`src/verilog/iofac_pkg.sv`:
```
// Shared constants, types and helpers for the I/O function assignment block
package iofac_pkg;
  localparam int NUM_IN_PINS = 8;
  localparam int NUM_OUT_PINS = 3;
  localparam int NUM_FUNCS = 14;
  localparam int NUM_MODES = 3;

  // Register byte addresses
  localparam logic [7:0] ADDR_IN_SEL0 = 8'h00;
  localparam logic [7:0] ADDR_OUT_SEL0 = 8'h20;
  localparam logic [7:0] ADDR_CONFIG = 8'h2c;
  localparam logic [7:0] ADDR_CONTROL = 8'h30;
  localparam logic [7:0] ADDR_STATUS = 8'h34;
  localparam logic [7:0] ADDR_IN_STATE = 8'h38;
  localparam logic [7:0] ADDR_OUT_STATE = 8'h3c;

  // Reset values
  localparam logic [31:0] OUT_SEL_RST [NUM_OUT_PINS] = '{32'h00030303, 32'h00101010, 32'h00010101};
  localparam logic [31:0] IN_SEL_RST = 32'h00000000;
  localparam logic [31:0] CONFIG_RST = 32'h00000000;
  localparam logic [31:0] SEL_RANGE_MASK = 32'h00ffffff;

  // Field positions
  localparam int CFG_DB_LSB = 0;
  localparam int CFG_ORG_LSB = 8;
  localparam int CFG_HOME_OT_BIT = 16;
  localparam int CTRL_APPLY_BIT = 0;
  localparam int CTRL_CLEAR_BIT = 1;
  localparam int ST_ERR_BIT = 31;
  localparam int ST_BUSY_BIT = 30;
  localparam int ST_OUTEN_BIT = 29;
  localparam int ST_MAIN_LSB = 8;
  localparam int ST_SUB_LSB = 0;
  localparam int INV_BIT = 7;

  localparam logic [3:0] DB_SETTING_ON = 4'h1;
  localparam logic [3:0] ORG_TRIGGER_ON = 4'h1;

  // Input function codes, active-when-energized form
  localparam logic [6:0] FN_NONE = 7'h00;
  localparam logic [6:0] FN_POS_INHIBIT = 7'h01;
  localparam logic [6:0] FN_REV_INHIBIT = 7'h02;
  localparam logic [6:0] FN_FAULT_CLEAR = 7'h04;
  localparam logic [6:0] FN_FORCED_ALARM = 7'h14;
  localparam logic [6:0] FN_BRAKE_SEL = 7'h16;
  localparam logic [6:0] FN_LATCH_ONE = 7'h20;
  localparam logic [6:0] FN_LATCH_TWO = 7'h21;
  localparam logic [6:0] FN_ORIGIN = 7'h22;
  localparam logic [6:0] FN_RETRACT = 7'h27;
  localparam logic [6:0] FN_MON_FIRST = 7'h2e;
  localparam logic [6:0] FN_MON_LAST = 7'h32;

  // Output function codes
  localparam logic [6:0] OUT_FN_ALARM = 7'h01;
  localparam logic [6:0] OUT_FN_LIMIT = 7'h20;

  // Function indices
  localparam logic [3:0] FI_POS = 4'h0;
  localparam logic [3:0] FI_REV = 4'h1;
  localparam logic [3:0] FI_CLEAR = 4'h2;
  localparam logic [3:0] FI_ESTOP = 4'h3;
  localparam logic [3:0] FI_BRAKE = 4'h4;
  localparam logic [3:0] FI_LATCH1 = 4'h5;
  localparam logic [3:0] FI_LATCH2 = 4'h6;
  localparam logic [3:0] FI_ORIGIN = 4'h7;
  localparam logic [3:0] FI_RETRACT = 4'h8;
  localparam logic [3:0] FI_MON1 = 4'h9;
  localparam logic [3:0] FI_MON2 = 4'ha;
  localparam logic [3:0] FI_MON4 = 4'hc;
  localparam logic [3:0] FI_MON5 = 4'hd;

  // Latch-compensated pin indices
  localparam logic [2:0] PIN_FIVE = 3'h4;
  localparam logic [2:0] PIN_SIX = 3'h5;
  localparam logic [2:0] PIN_SEVEN = 3'h6;

  // Protection codes
  localparam logic [7:0] ERR_MAIN_ASSIGN = 8'h21;
  localparam logic [7:0] ERR_SUB_DUP = 8'h00;
  localparam logic [7:0] ERR_SUB_FUNC = 8'h02;
  localparam logic [7:0] ERR_SUB_LATCH = 8'h08;
  localparam logic [7:0] ERR_MAIN_OT = 8'h26;
  localparam logic [7:0] ERR_SUB_OT = 8'h02;

  localparam logic [1:0] AXI_OKAY = 2'h0;
  localparam logic [1:0] AXI_SLVERR = 2'h2;

  typedef struct packed {
    logic [2:0] modes;
    logic inv;
    logic [2:0] pin;
  } iofac_map_t;

  typedef struct packed {
    logic valid;
    logic [7:0] main;
    logic [7:0] sub;
  } iofac_err_t;

  typedef struct packed {
    logic used;
    logic bad;
    logic inv;
    logic [3:0] idx;
  } iofac_dec_t;

  function automatic iofac_dec_t iofac_decode(input logic [7:0] code);
    iofac_dec_t d;
    d = '0;
    d.used = 1'b1;
    d.inv = code[INV_BIT];
    case (code[6:0])
      FN_NONE: begin
        d.used = 1'b0;
        d.bad = code[INV_BIT];
      end
      FN_POS_INHIBIT: d.idx = FI_POS;
      FN_REV_INHIBIT: d.idx = FI_REV;
      FN_FAULT_CLEAR: begin
        d.idx = FI_CLEAR;
        d.bad = code[INV_BIT];
      end
      FN_FORCED_ALARM: d.idx = FI_ESTOP;
      FN_BRAKE_SEL: begin
        d.idx = FI_BRAKE;
        d.bad = code[INV_BIT];
      end
      FN_LATCH_ONE: d.idx = FI_LATCH1;
      FN_LATCH_TWO: d.idx = FI_LATCH2;
      FN_ORIGIN: d.idx = FI_ORIGIN;
      FN_RETRACT: d.idx = FI_RETRACT;
      default: begin
        if (code[6:0] >= FN_MON_FIRST && code[6:0] <= FN_MON_LAST) begin
          d.idx = 4'(code[6:0] - FN_MON_FIRST) + FI_MON1;
        end else begin
          d.bad = 1'b1;
        end
      end
    endcase
    return d;
  endfunction

  // Byte-strobed merge of a register word
  function automatic logic [31:0] iofac_merge(input logic [31:0] old_word,
                                              input logic [31:0] new_word,
                                              input logic [3:0] strb);
    logic [31:0] m;
    m = old_word;
    for (int b = 0; b < 4; b++) begin
      if (strb[b]) begin
        m[8*b +: 8] = new_word[8*b +: 8];
      end
    end
    return m;
  endfunction
endpackage

```
`src/verilog/iofac_selmem.sv`:
```
// Input selection word storage with byte strobes and registered read
`timescale 1ns/1ps
`default_nettype none
module iofac_selmem (
  input wire logic aclk,
  input wire logic aresetn,
  input wire logic wr_en,
  input wire logic [2:0] wr_addr,
  input wire logic [31:0] wr_data,
  input wire logic [3:0] wr_strb,
  input wire logic rd_en,
  input wire logic [2:0] rd_addr,
  output logic [31:0] rd_data
);
  import iofac_pkg::*;

  logic [31:0] mem [NUM_IN_PINS];

  for (genvar e = 0; e < NUM_IN_PINS; e++) begin : g_entry
    always_ff @(posedge aclk) begin
      if (!aresetn) begin
        mem[e] <= IN_SEL_RST;
      end else if (wr_en && wr_addr == 3'(e)) begin
        for (int b = 0; b < 4; b++) begin
          if (wr_strb[b]) begin
            mem[e][8*b +: 8] <= wr_data[8*b +: 8] & SEL_RANGE_MASK[8*b +: 8];
          end
        end
      end
    end
  end

  always_ff @(posedge aclk) begin
    if (!aresetn) begin
      rd_data <= '0;
    end else if (rd_en) begin
      rd_data <= mem[rd_addr];
    end
  end
endmodule // iofac_selmem
`default_nettype wire

```
`src/verilog/iofac_top.sv`:
```
// I/O function assignment, checking and output pin drive
//
// The address map and the AXI4-Lite interface to the registers were left to the implementer.
`timescale 1ns/1ps
`default_nettype none
// Functional notes
// Decode defined energized-active input codes
// Bit seven selects inverted input polarity
// Same function on two pins errors
// Cross-mode pin or polarity mismatch errors
// Monitor and latch/alarm pairs conflict
// Inverted fault clear is a function error
// Brake select needs all modes
// Latch triggers only on pins five/six
// Origin and inhibits avoid restricted latch pins
// Latch pins need all modes configured
// Inhibit origin trigger needs setting one
// Inputs follow the effective control mode
// Host should invert inhibit and alarm inputs
// Host writes only defined input codes
// Output word selects function per mode
// Output selection words reset to defaults
// Compact frame pin three is alarm
// Byte lanes map position, velocity, torque
// Disabled output function keeps pin off
// Checks run on apply, first error latched
module iofac_top (
  input wire logic aclk,
  input wire logic aresetn,
  input wire logic [7:0] s_axi_awaddr,
  input wire logic s_axi_awvalid,
  output logic s_axi_awready,
  input wire logic [31:0] s_axi_wdata,
  input wire logic [3:0] s_axi_wstrb,
  input wire logic s_axi_wvalid,
  output logic s_axi_wready,
  output logic [1:0] s_axi_bresp,
  output logic s_axi_bvalid,
  input wire logic s_axi_bready,
  input wire logic [7:0] s_axi_araddr,
  input wire logic s_axi_arvalid,
  output logic s_axi_arready,
  output logic [31:0] s_axi_rdata,
  output logic [1:0] s_axi_rresp,
  output logic s_axi_rvalid,
  input wire logic s_axi_rready,
  input wire logic [7:0] input_pins,
  input wire logic compact_frame,
  input wire logic [1:0] host_mode,
  input wire logic forced_mode_valid,
  input wire logic [1:0] forced_mode,
  input wire logic [31:0] out_func_level,
  output logic output_pin_one,
  output logic output_pin_two,
  output logic output_pin_three,
  output logic [13:0] func_active,
  output var iofac_pkg::iofac_err_t prot_error
);
  import iofac_pkg::*;

  typedef enum logic [1:0] {S_IDLE, S_FETCH, S_EVAL, S_FINAL} iofac_scan_t;

  iofac_scan_t scan_state;
  logic [2:0] scan_pin;
  iofac_map_t map [NUM_FUNCS];
  iofac_map_t next_map [NUM_FUNCS];
  iofac_err_t next_err;
  iofac_err_t err_base;
  logic start_scan, clear_req, outputs_enabled, busy;
  logic [31:0] out_sel [NUM_OUT_PINS];
  logic [31:0] config_word;
  logic [1:0] eff_mode;
  logic [8:0] sync1, sync2, sync3, pin_stable;
  logic [2:0] out_state;
  logic [31:0] mem_rdata;
  logic aw_full, w_full, next_aw_full, next_w_full, commit;
  logic [7:0] aw_addr, ar_addr;
  logic [31:0] w_data;
  logic [3:0] w_strb;
  logic [5:0] wr_idx, rd_idx;
  logic rd_pend, rd_load, rd_go, next_rd_pend, next_rvalid;
  logic dup_hit, pol_hit, bad_hit, aclr_hit, place_hit, cover_hit;
  logic pair_hit, db_hit, ot_hit, alarm_level;
  logic [7:0] code_b;
  iofac_dec_t dec;
  iofac_map_t ent;
  logic [1:0] nz_cnt;

  assign busy = (scan_state != S_IDLE);
  assign wr_idx = aw_addr[7:2];
  assign rd_idx = ar_addr[7:2];
  assign err_base = clear_req ? '0 : prot_error;

  // Pin synchronisers, change taken when stages two and three agree
  always_ff @(posedge aclk) begin
    if (!aresetn) begin
      sync1 <= '0;
      sync2 <= '0;
      sync3 <= '0;
      pin_stable <= '0;
    end else begin
      sync1 <= {compact_frame, input_pins};
      sync2 <= sync1;
      sync3 <= sync2;
      for (int i = 0; i < 9; i++) begin
        if (sync2[i] == sync3[i]) begin
          pin_stable[i] <= sync3[i];
        end
      end
    end
  end

  // Effective mode, internal forcing overrides host
  always_ff @(posedge aclk) begin
    if (!aresetn) begin
      eff_mode <= '0;
    end else begin
      eff_mode <= forced_mode_valid ? forced_mode : host_mode;
    end
  end

  // AXI write channel
  assign commit = aw_full && w_full && !s_axi_bvalid && !busy;
  always_comb begin
    next_aw_full = aw_full ? !commit : (s_axi_awvalid && s_axi_awready);
    next_w_full = w_full ? !commit : (s_axi_wvalid && s_axi_wready);
  end

  always_ff @(posedge aclk) begin
    if (!aresetn) begin
      aw_full <= 1'b0;
      w_full <= 1'b0;
      s_axi_awready <= 1'b0;
      s_axi_wready <= 1'b0;
      aw_addr <= '0;
      w_data <= '0;
      w_strb <= '0;
    end else begin
      aw_full <= next_aw_full;
      w_full <= next_w_full;
      s_axi_awready <= !next_aw_full;
      s_axi_wready <= !next_w_full;
      if (s_axi_awvalid && s_axi_awready) begin
        aw_addr <= s_axi_awaddr;
      end
      if (s_axi_wvalid && s_axi_wready) begin
        w_data <= s_axi_wdata;
        w_strb <= s_axi_wstrb;
      end
    end
  end

  always_ff @(posedge aclk) begin
    if (!aresetn) begin
      s_axi_bvalid <= 1'b0;
      s_axi_bresp <= AXI_OKAY;
    end else if (commit) begin
      s_axi_bvalid <= 1'b1;
      s_axi_bresp <= (wr_idx <= ADDR_CONTROL[7:2]) ? AXI_OKAY : AXI_SLVERR;
    end else if (s_axi_bready) begin
      s_axi_bvalid <= 1'b0;
    end
  end

  // Output selection words
  for (genvar p = 0; p < NUM_OUT_PINS; p++) begin : g_out_sel
    always_ff @(posedge aclk) begin
      if (!aresetn) begin
        out_sel[p] <= OUT_SEL_RST[p];
      end else if (commit && wr_idx == 6'(ADDR_OUT_SEL0[7:2] + p)) begin
        out_sel[p] <= iofac_merge(out_sel[p], w_data, w_strb) & SEL_RANGE_MASK;
      end
    end
  end

  // Configuration and control strobes
  always_ff @(posedge aclk) begin
    if (!aresetn) begin
      config_word <= CONFIG_RST;
      start_scan <= 1'b0;
      clear_req <= 1'b0;
    end else begin
      start_scan <= commit && wr_idx == ADDR_CONTROL[7:2] && w_strb[0] && w_data[CTRL_APPLY_BIT];
      clear_req <= commit && wr_idx == ADDR_CONTROL[7:2] && w_strb[0] && w_data[CTRL_CLEAR_BIT];
      if (commit && wr_idx == ADDR_CONFIG[7:2]) begin
        config_word <= iofac_merge(config_word, w_data, w_strb);
      end
    end
  end

  iofac_selmem u_selmem (
    .aclk(aclk),
    .aresetn(aresetn),
    .wr_en(commit && wr_idx < ADDR_OUT_SEL0[7:2]),
    .wr_addr(wr_idx[2:0]),
    .wr_data(w_data),
    .wr_strb(w_strb),
    .rd_en(scan_state == S_FETCH || rd_go),
    .rd_addr(scan_state == S_FETCH ? scan_pin : rd_idx[2:0]),
    .rd_data(mem_rdata)
  );

  // AXI read channel, memory port shared with scanner
  assign rd_go = rd_pend && scan_state != S_FETCH;
  always_comb begin
    next_rd_pend = rd_pend ? !rd_go : (s_axi_arvalid && s_axi_arready);
    next_rvalid = rd_load || (s_axi_rvalid && !s_axi_rready);
  end

  always_ff @(posedge aclk) begin
    if (!aresetn) begin
      rd_pend <= 1'b0;
      rd_load <= 1'b0;
      s_axi_arready <= 1'b0;
      s_axi_rvalid <= 1'b0;
      s_axi_rdata <= '0;
      s_axi_rresp <= AXI_OKAY;
      ar_addr <= '0;
    end else begin
      rd_pend <= next_rd_pend;
      rd_load <= rd_go;
      s_axi_rvalid <= next_rvalid;
      s_axi_arready <= !next_rd_pend && !rd_go && !next_rvalid;
      if (s_axi_arvalid && s_axi_arready) begin
        ar_addr <= s_axi_araddr;
      end
      if (rd_load) begin
        s_axi_rresp <= AXI_OKAY;
        if (rd_idx < ADDR_OUT_SEL0[7:2]) begin
          s_axi_rdata <= mem_rdata;
        end else if (rd_idx < ADDR_CONFIG[7:2]) begin
          s_axi_rdata <= out_sel[2'(rd_idx - ADDR_OUT_SEL0[7:2])];
        end else if (rd_idx == ADDR_CONFIG[7:2]) begin
          s_axi_rdata <= config_word;
        end else if (rd_idx == ADDR_STATUS[7:2]) begin
          s_axi_rdata <= '0;
          s_axi_rdata[ST_ERR_BIT] <= prot_error.valid;
          s_axi_rdata[ST_BUSY_BIT] <= busy;
          s_axi_rdata[ST_OUTEN_BIT] <= outputs_enabled;
          s_axi_rdata[ST_MAIN_LSB +: 8] <= prot_error.main;
          s_axi_rdata[ST_SUB_LSB +: 8] <= prot_error.sub;
        end else if (rd_idx == ADDR_IN_STATE[7:2]) begin
          s_axi_rdata <= {18'h0, func_active};
        end else if (rd_idx == ADDR_OUT_STATE[7:2]) begin
          s_axi_rdata <= {29'h0, out_state};
        end else begin
          s_axi_rdata <= '0;
          s_axi_rresp <= (rd_idx == ADDR_CONTROL[7:2]) ? AXI_OKAY : AXI_SLVERR;
        end
      end
    end
  end

  // Assignment checker evaluation
  always_comb begin
    next_map = map;
    next_err = err_base;
    dup_hit = 1'b0;
    pol_hit = 1'b0;
    bad_hit = 1'b0;
    aclr_hit = 1'b0;
    place_hit = 1'b0;
    cover_hit = 1'b0;
    pair_hit = 1'b0;
    db_hit = 1'b0;
    ot_hit = 1'b0;
    code_b = '0;
    dec = '0;
    ent = '0;
    nz_cnt = '0;
    if (scan_state == S_EVAL) begin
      for (int m = 0; m < NUM_MODES; m++) begin
        code_b = mem_rdata[8*m +: 8];
        dec = iofac_decode(code_b);
        ent = next_map[dec.idx];
        if (code_b != 8'h00) begin
          nz_cnt = nz_cnt + 2'h1;
        end
        if (dec.bad) begin
          bad_hit = 1'b1;
          aclr_hit = aclr_hit | (code_b[6:0] == FN_FAULT_CLEAR);
        end else if (dec.used) begin
          if ((|ent.modes) && ent.pin != scan_pin) begin
            dup_hit = 1'b1;
          end else if ((|ent.modes) && ent.inv != dec.inv) begin
            pol_hit = 1'b1;
          end
          case (dec.idx)
            FI_LATCH1: place_hit = place_hit | (scan_pin != PIN_FIVE);
            FI_LATCH2: place_hit = place_hit | (scan_pin != PIN_SIX);
            FI_ORIGIN: place_hit = place_hit | (scan_pin == PIN_SIX || scan_pin == PIN_SEVEN);
            FI_POS: place_hit = place_hit | (scan_pin == PIN_FIVE || scan_pin == PIN_SEVEN);
            FI_REV: place_hit = place_hit | (scan_pin == PIN_FIVE || scan_pin == PIN_SIX);
            default: place_hit = place_hit;
          endcase
          if (!(|ent.modes)) begin
            next_map[dec.idx].pin = scan_pin;
            next_map[dec.idx].inv = dec.inv;
          end
          next_map[dec.idx].modes[m] = 1'b1;
        end
      end
      cover_hit = scan_pin >= PIN_FIVE && scan_pin <= PIN_SEVEN && nz_cnt != 2'h0 && nz_cnt != 2'h3;
      if (!next_err.valid) begin
        if (dup_hit) begin
          next_err = '{1'b1, ERR_MAIN_ASSIGN, ERR_SUB_DUP};
        end else if (pol_hit || bad_hit) begin
          next_err = '{1'b1, ERR_MAIN_ASSIGN, ERR_SUB_FUNC};
        end else if (place_hit || cover_hit) begin
          next_err = '{1'b1, ERR_MAIN_ASSIGN, ERR_SUB_LATCH};
        end
      end
    end else if (scan_state == S_FINAL) begin
      pair_hit = ((|map[FI_MON1].modes) && (|map[FI_LATCH1].modes)) || ((|map[FI_MON2].modes) && (|map[FI_LATCH2].modes)) || ((|map[FI_MON4].modes || |map[FI_MON5].modes) && (|map[FI_ESTOP].modes));
      db_hit = config_word[CFG_DB_LSB +: 4] == DB_SETTING_ON && (|map[FI_BRAKE].modes) && map[FI_BRAKE].modes != 3'h7;
      ot_hit = config_word[CFG_HOME_OT_BIT] && (|map[FI_POS].modes || |map[FI_REV].modes) && config_word[CFG_ORG_LSB +: 4] != ORG_TRIGGER_ON;
      if (!next_err.valid) begin
        if (pair_hit) begin
          next_err = '{1'b1, ERR_MAIN_ASSIGN, ERR_SUB_DUP};
        end else if (db_hit) begin
          next_err = '{1'b1, ERR_MAIN_ASSIGN, ERR_SUB_FUNC};
        end else if (ot_hit) begin
          next_err = '{1'b1, ERR_MAIN_OT, ERR_SUB_OT};
        end
      end
    end
  end

  // Scanner sequencing, one pin word per fetch/eval pair
  always_ff @(posedge aclk) begin
    if (!aresetn) begin
      scan_state <= S_IDLE;
      scan_pin <= '0;
      outputs_enabled <= 1'b0;
      prot_error <= '0;
      for (int f = 0; f < NUM_FUNCS; f++) begin
        map[f] <= '0;
      end
    end else begin
      prot_error <= next_err;
      case (scan_state)
        S_IDLE: begin
          if (start_scan) begin
            prot_error <= '0;
            scan_pin <= '0;
            scan_state <= S_FETCH;
            for (int f = 0; f < NUM_FUNCS; f++) begin
              map[f] <= '0;
            end
          end
        end
        S_FETCH: scan_state <= S_EVAL;
        S_EVAL: begin
          map <= next_map;
          scan_pin <= scan_pin + 3'h1;
          scan_state <= (scan_pin == 3'h7) ? S_FINAL : S_FETCH;
        end
        S_FINAL: begin
          outputs_enabled <= 1'b1;
          scan_state <= S_IDLE;
        end
        default: scan_state <= S_IDLE;
      endcase
    end
  end

  // Input function states by effective mode
  for (genvar f = 0; f < NUM_FUNCS; f++) begin : g_func
    always_ff @(posedge aclk) begin
      if (!aresetn) begin
        func_active[f] <= 1'b0;
      end else begin
        func_active[f] <= outputs_enabled && eff_mode < 2'h3 && map[f].modes[eff_mode] && (pin_stable[map[f].pin] ^ map[f].inv);
      end
    end
  end

  // Output pin drive
  for (genvar p = 0; p < NUM_OUT_PINS; p++) begin : g_out
    logic [6:0] code;
    always_comb begin
      code = out_sel[p][8*eff_mode +: 7];
      if (p == NUM_OUT_PINS - 1 && pin_stable[8]) begin
        code = OUT_FN_ALARM;
      end
    end
    always_ff @(posedge aclk) begin
      if (!aresetn) begin
        out_state[p] <= 1'b0;
      end else begin
        out_state[p] <= outputs_enabled && code != FN_NONE && code < OUT_FN_LIMIT && out_func_level[code[4:0]];
      end
    end
  end

  assign output_pin_one = out_state[0];
  assign output_pin_two = out_state[1];
  assign output_pin_three = out_state[2];
  assign alarm_level = outputs_enabled && out_func_level[OUT_FN_ALARM[4:0]];

  a_dup_flag: assert property (@(posedge aclk) disable iff (!aresetn) dup_hit |=> prot_error.valid && prot_error.main == ERR_MAIN_ASSIGN) else $error("duplicate not flagged");
  a_polarity_flag: assert property (@(posedge aclk) disable iff (!aresetn) pol_hit |=> prot_error.valid && prot_error.main == ERR_MAIN_ASSIGN) else $error("polarity mismatch not flagged");
  a_pair_flag: assert property (@(posedge aclk) disable iff (!aresetn) pair_hit |=> prot_error.valid) else $error("pair conflict not flagged");
  a_clear_inverted: assert property (@(posedge aclk) disable iff (!aresetn) aclr_hit |=> prot_error.valid && prot_error.main == ERR_MAIN_ASSIGN) else $error("inverted clear not flagged");
  a_brake_cover: assert property (@(posedge aclk) disable iff (!aresetn) db_hit |=> prot_error.valid) else $error("brake coverage not flagged");
  a_latch_place: assert property (@(posedge aclk) disable iff (!aresetn) (place_hit || cover_hit) |=> prot_error.valid && prot_error.main == ERR_MAIN_ASSIGN) else $error("latch pin error missed");
  a_ot_trigger: assert property (@(posedge aclk) disable iff (!aresetn) ot_hit |=> prot_error.valid) else $error("origin trigger not flagged");
  a_mode_follow: assert property (@(posedge aclk) disable iff (!aresetn) forced_mode_valid |=> eff_mode == $past(forced_mode)) else $error("forced mode ignored");
  a_reset_sel: assert property (@(posedge aclk) disable iff (!aresetn) $past(!aresetn) |-> out_sel[0] == OUT_SEL_RST[0] && out_sel[1] == OUT_SEL_RST[1] && out_sel[2] == OUT_SEL_RST[2]) else $error("selection reset wrong");
  a_compact_alarm: assert property (@(posedge aclk) disable iff (!aresetn) pin_stable[8] |=> output_pin_three == $past(alarm_level)) else $error("compact pin three not alarm");
  a_disabled_off: assert property (@(posedge aclk) disable iff (!aresetn) (g_out[0].code == FN_NONE) |=> !output_pin_one) else $error("disabled output driven");
  a_scan_bound: assert property (@(posedge aclk) disable iff (!aresetn) $rose(busy) |-> busy [*8] ##10 !busy) else $error("scan length wrong");
endmodule // iofac_top
`default_nettype wire

```
`config.mk`:
```
export PLATFORM = sky130hd
export DESIGN_NAME = iofac_top
export DESIGN_NICKNAME = d
export VERILOG_FILES = /design/src/verilog/iofac_pkg.sv /design/src/verilog/iofac_selmem.sv /design/src/verilog/iofac_top.sv
export SDC_FILE = /design/constraint.sdc
export NUM_CORES = 2
export LEC_CHECK = 0
export BUFFER_PORTS_ARGS = -buffer_cell sky130_fd_sc_hd__buf_2
export CAP_MARGIN = 10
export CELL_PAD_IN_SITES_DETAIL_PLACEMENT = 0
export CELL_PAD_IN_SITES_GLOBAL_PLACEMENT = 1
export CORE_MARGIN = 2
export CORE_UTILIZATION = 49
export CTS_CLUSTER_DIAMETER = 200
export CTS_CLUSTER_SIZE = 10
export DETAILED_ROUTE_END_ITERATION = 6
export PLACE_DENSITY = 0.82
export SYNTH_ARGS = -nofsm -noshare
export SYNTH_HDL_FRONTEND = slang
export SYNTH_SLANG_ARGS = --single-unit
```
`constraint.sdc`:
```
create_clock -name aclk -period 6.4 [get_ports aclk]
set_input_delay 1.28 -clock aclk [delete_from_list [all_inputs] [get_ports aclk]]
set_output_delay 1.28 -clock aclk [all_outputs]
set_load 0.02 [all_outputs]
```
==> metrics <==
status finished, violations left; failing checks DRC; post-synth top area share 0.2360; later-pin clock latency in the skew report between 0.6 and 0.7 ns; # IOs 180; top post-synthesis cells by area edfxtp_1, dfxtp_1, mux2i_1, mux4_2, and2_1; Core Util, Final 0.5684; Die Y between 200 and 300 µm; peak supply drop ~220 µV; fin nets ~3900; Yosys top cell by area edfxtp_1; CTS buffer count 69; vias per inst around 6.5; DP HPWL just under 100000 µm; All-Layer GR Usage 0.3628; # clock sinks approximately 600; crit path max fanout 12; total gr overflow 0; Max clock buf depth 3; first-pass GRT wire length approximately 190000 µm; library cells used by synthesis roughly 100; std cell rows between 90 and 100; Max Transition Viols Final 0; number of remaining DRC errors 7; FFs w/ async S/R, synth 0; layout cells sized above 1 0.1714; core area approximately 0.068 mm²; post-route minimum period between 6 and 7 ns; initial antenna violation count 8; Setup violations, final 0; pin slew with the least headroom to its limit between 1 and 1.5 ns; Initial DRT Pass Iterations 7; top_reg_cell synth dfxtp_1; Avg Cell Area, Syn between 9 and 10 µm²; Pwr Density between 200 and 250 mW/mm²; htree depth 3; clock skew around 0.027 ns; critical path depth 20; area grow syn2layout 14.24%; # Post-CTS Setup Buffers 0; Hold Path Class reg2reg; Yosys Warn Count 0; CP Class reg2reg; largest net degree at the start of global routing around 140; RSZ-0062 raised after global routing false; Gate Count Post-Synth approximately 3500; relative slew slack 0.1116; vias around 30000; Max Freq roughly 160 MHz; initial DRC count 4201; Initial Utilization 0.4976; most numerous cell on the critical path buf_4; WP data arrival about 6.6 ns; cells along the critical path inv_1, ha_1, nor2_1, nor4_1, nor3_2, buf_4, nand2_1, buf_4, or3_1, o22ai_1, buf_4, mux2i_1, o311ai_0, nor3_1, a31oi_1, or4b_2, and2_1, a31oi_4, o2111ai_4, a211oi_1; Critical Path Slowest Stage Cell or4b_2; CTS tree yes; routability cong. ~1.1; hold_ws 0.4334 ns; wire per inst approximately 28 µm; die area ~0.07 mm²; worst setup margin 0.3041 ns; count of flip-flops with a built-in enable after synthesis 264; Startpoint Class flop; r2r worst-path depth 20; Reg clk slew, reported paths 0.06 ns; MaxCap Viol Count 0; Final Total Pwr 9120 µW; DRT antenna net count 0; hold path cells 1; period utilization 0.9525; vias in the first global route around 29000; CTS root buffer clkbuf_16; Synth Register Bits around 600; sequential fraction of the synthesis area 0.4309; WP data required between 6 and 7 ns; Fin Setup TNS 0 ns; final WL 130800 µm; number of hold violations in the final report 0; CP bufs+invs 4; Post-Syn Area roughly 0.034 mm²; Die Wd roughly 270 µm; critical path's top delay family simple AND/OR/NAND/NOR gates; largest stage delay on the critical path about 0.73 ns; crit path capture type flop; Port Buf Inserts around 170; Leak Pwr 0.01448 µW; pre-CTS WS slightly above 0.5 ns
==> cells in the mapped netlist, types with 24 or more instances <==
cell type / count
mux2_2: 29
o211a_1: 37
and3_1: 42
a22oi_1: 79
a21boi_0: 107
nor4_1: 31
mux2i_1: 202
o21ai_0: 135
a31oi_1: 28
mux4_2: 81
nor3_1: 66
nor2_1: 233
a21oi_1: 140
nand2b_1: 44
clkbuf_1: 218
inv_1: 41
nor2b_1: 114
o221ai_1: 24
a211oi_1: 41
dfxtp_1: 327
edfxtp_1: 264
and2_1: 271
nand3_1: 122
nand2_1: 428
==> routing by layer <==
metal / vias to the layer above / part of all wire / global-route usage
met5: - / 0.00021 / 0
met4: 4 / 0.045 / 0.1506
met3: 297 / 0.12 / 0.09251
met2: 1782 / 0.44 / 0.5534
met1: 14700 / 0.40 / 0.4914
li1: 13400 / - / -
==> flip-flops by register name, summed over array words and instances (netlist names), 9 cells and up, named ones only <==
name              count
out_sel              72
u_selmem.mem        192
config_word          32
func_active          14
prot_error           17
map                  98
sync1                 9
sync3                 9
pin_stable            9
u_selmem.rd_data     24
w_data               32
s_axi_rdata          32
sync2                 9
==> cells by family (layout without fill, tap and decap cells) <==
kind of cell               Yosys count  in the layout  share of synthesized area
and+or+nand+nor                   1462           1462                     0.2216
AOI/OAI and AO/OA                  814            814                     0.1723
DFF                                591            591                     0.4309
muxes                              315            315                     0.1253
buffers and inverters              298            546                    0.03449
xor gates and xnor gates            29             29                   0.007561
adders and majority gates           21             21                   0.007821
other                                1              7                  0.0001116
==> final timing paths <==
path	from	endpoint	slack, ns
max	u_selmem.rd_data[8]	prot_error[5]	0.30
min	sync1[7]	sync2[7]	0.43
max reg2reg	u_selmem.rd_data[8]	prot_error[5]	0.30
min reg2reg	sync1[7]	sync2[7]	0.43
==> worst register-to-register path, delay by kind of cell (launching register included) <==
| family | cells | cell delay (ns) |
|---|---|---|
| DFF | 1 | 0.54 |
| AOI/OAI and AO/OA | 6 | 1.55 |
| and+or+nand+nor | 8 | 2.54 |
| adders and majority gates | 1 | 0.31 |
| buffers and inverters | 4 | 0.85 |
| muxes | 1 | 0.20 |
==> cell type report <==
cell class	count	area [µm²]
fillers	5945	29140
multi-input cells	2643	18070
flip-flops and latches	591	14480
repair buffers	395	2526
clock buffers	101	1847
well taps	873	1092
clock inverters	8	195.2
inverters	42	157.7
diodes	5	12.51
==> stage by stage <==
step                instances  cell area, µm²
global placement         4526           36220
finish                   4658           38380
detailed placement       4526           36220
floorplan                3532           33600
global route             4653           38360
CTS                      4635           38270
==> placed cells by master (no fill, tap or decap), types with 122 or more instances in the layout <==
| cell type | n |
|---|---|
| a21oi_1 | 136 |
| and2_1 | 271 |
| buf_2 | 185 |
| buf_4 | 203 |
| dfxtp_1 | 325 |
| edfxtp_1 | 264 |
| mux2i_1 | 202 |
| nand2_1 | 428 |
| nand3_1 | 122 |
| nor2_1 | 232 |
| o21ai_0 | 132 |
==> where the power goes <==
part	switching, µW	total, µW	internal [µW]
Combinational	844	1320	473
Clock	1640	3670	2030
Sequential	110	4140	4030
==> repair_timing <==
item,in CTS,in global routing
setup endpoints to repair,0,5
resized for setup,0,1
hold buffers,0,0
Note: power is estimated with default switching activity, not from simulation.
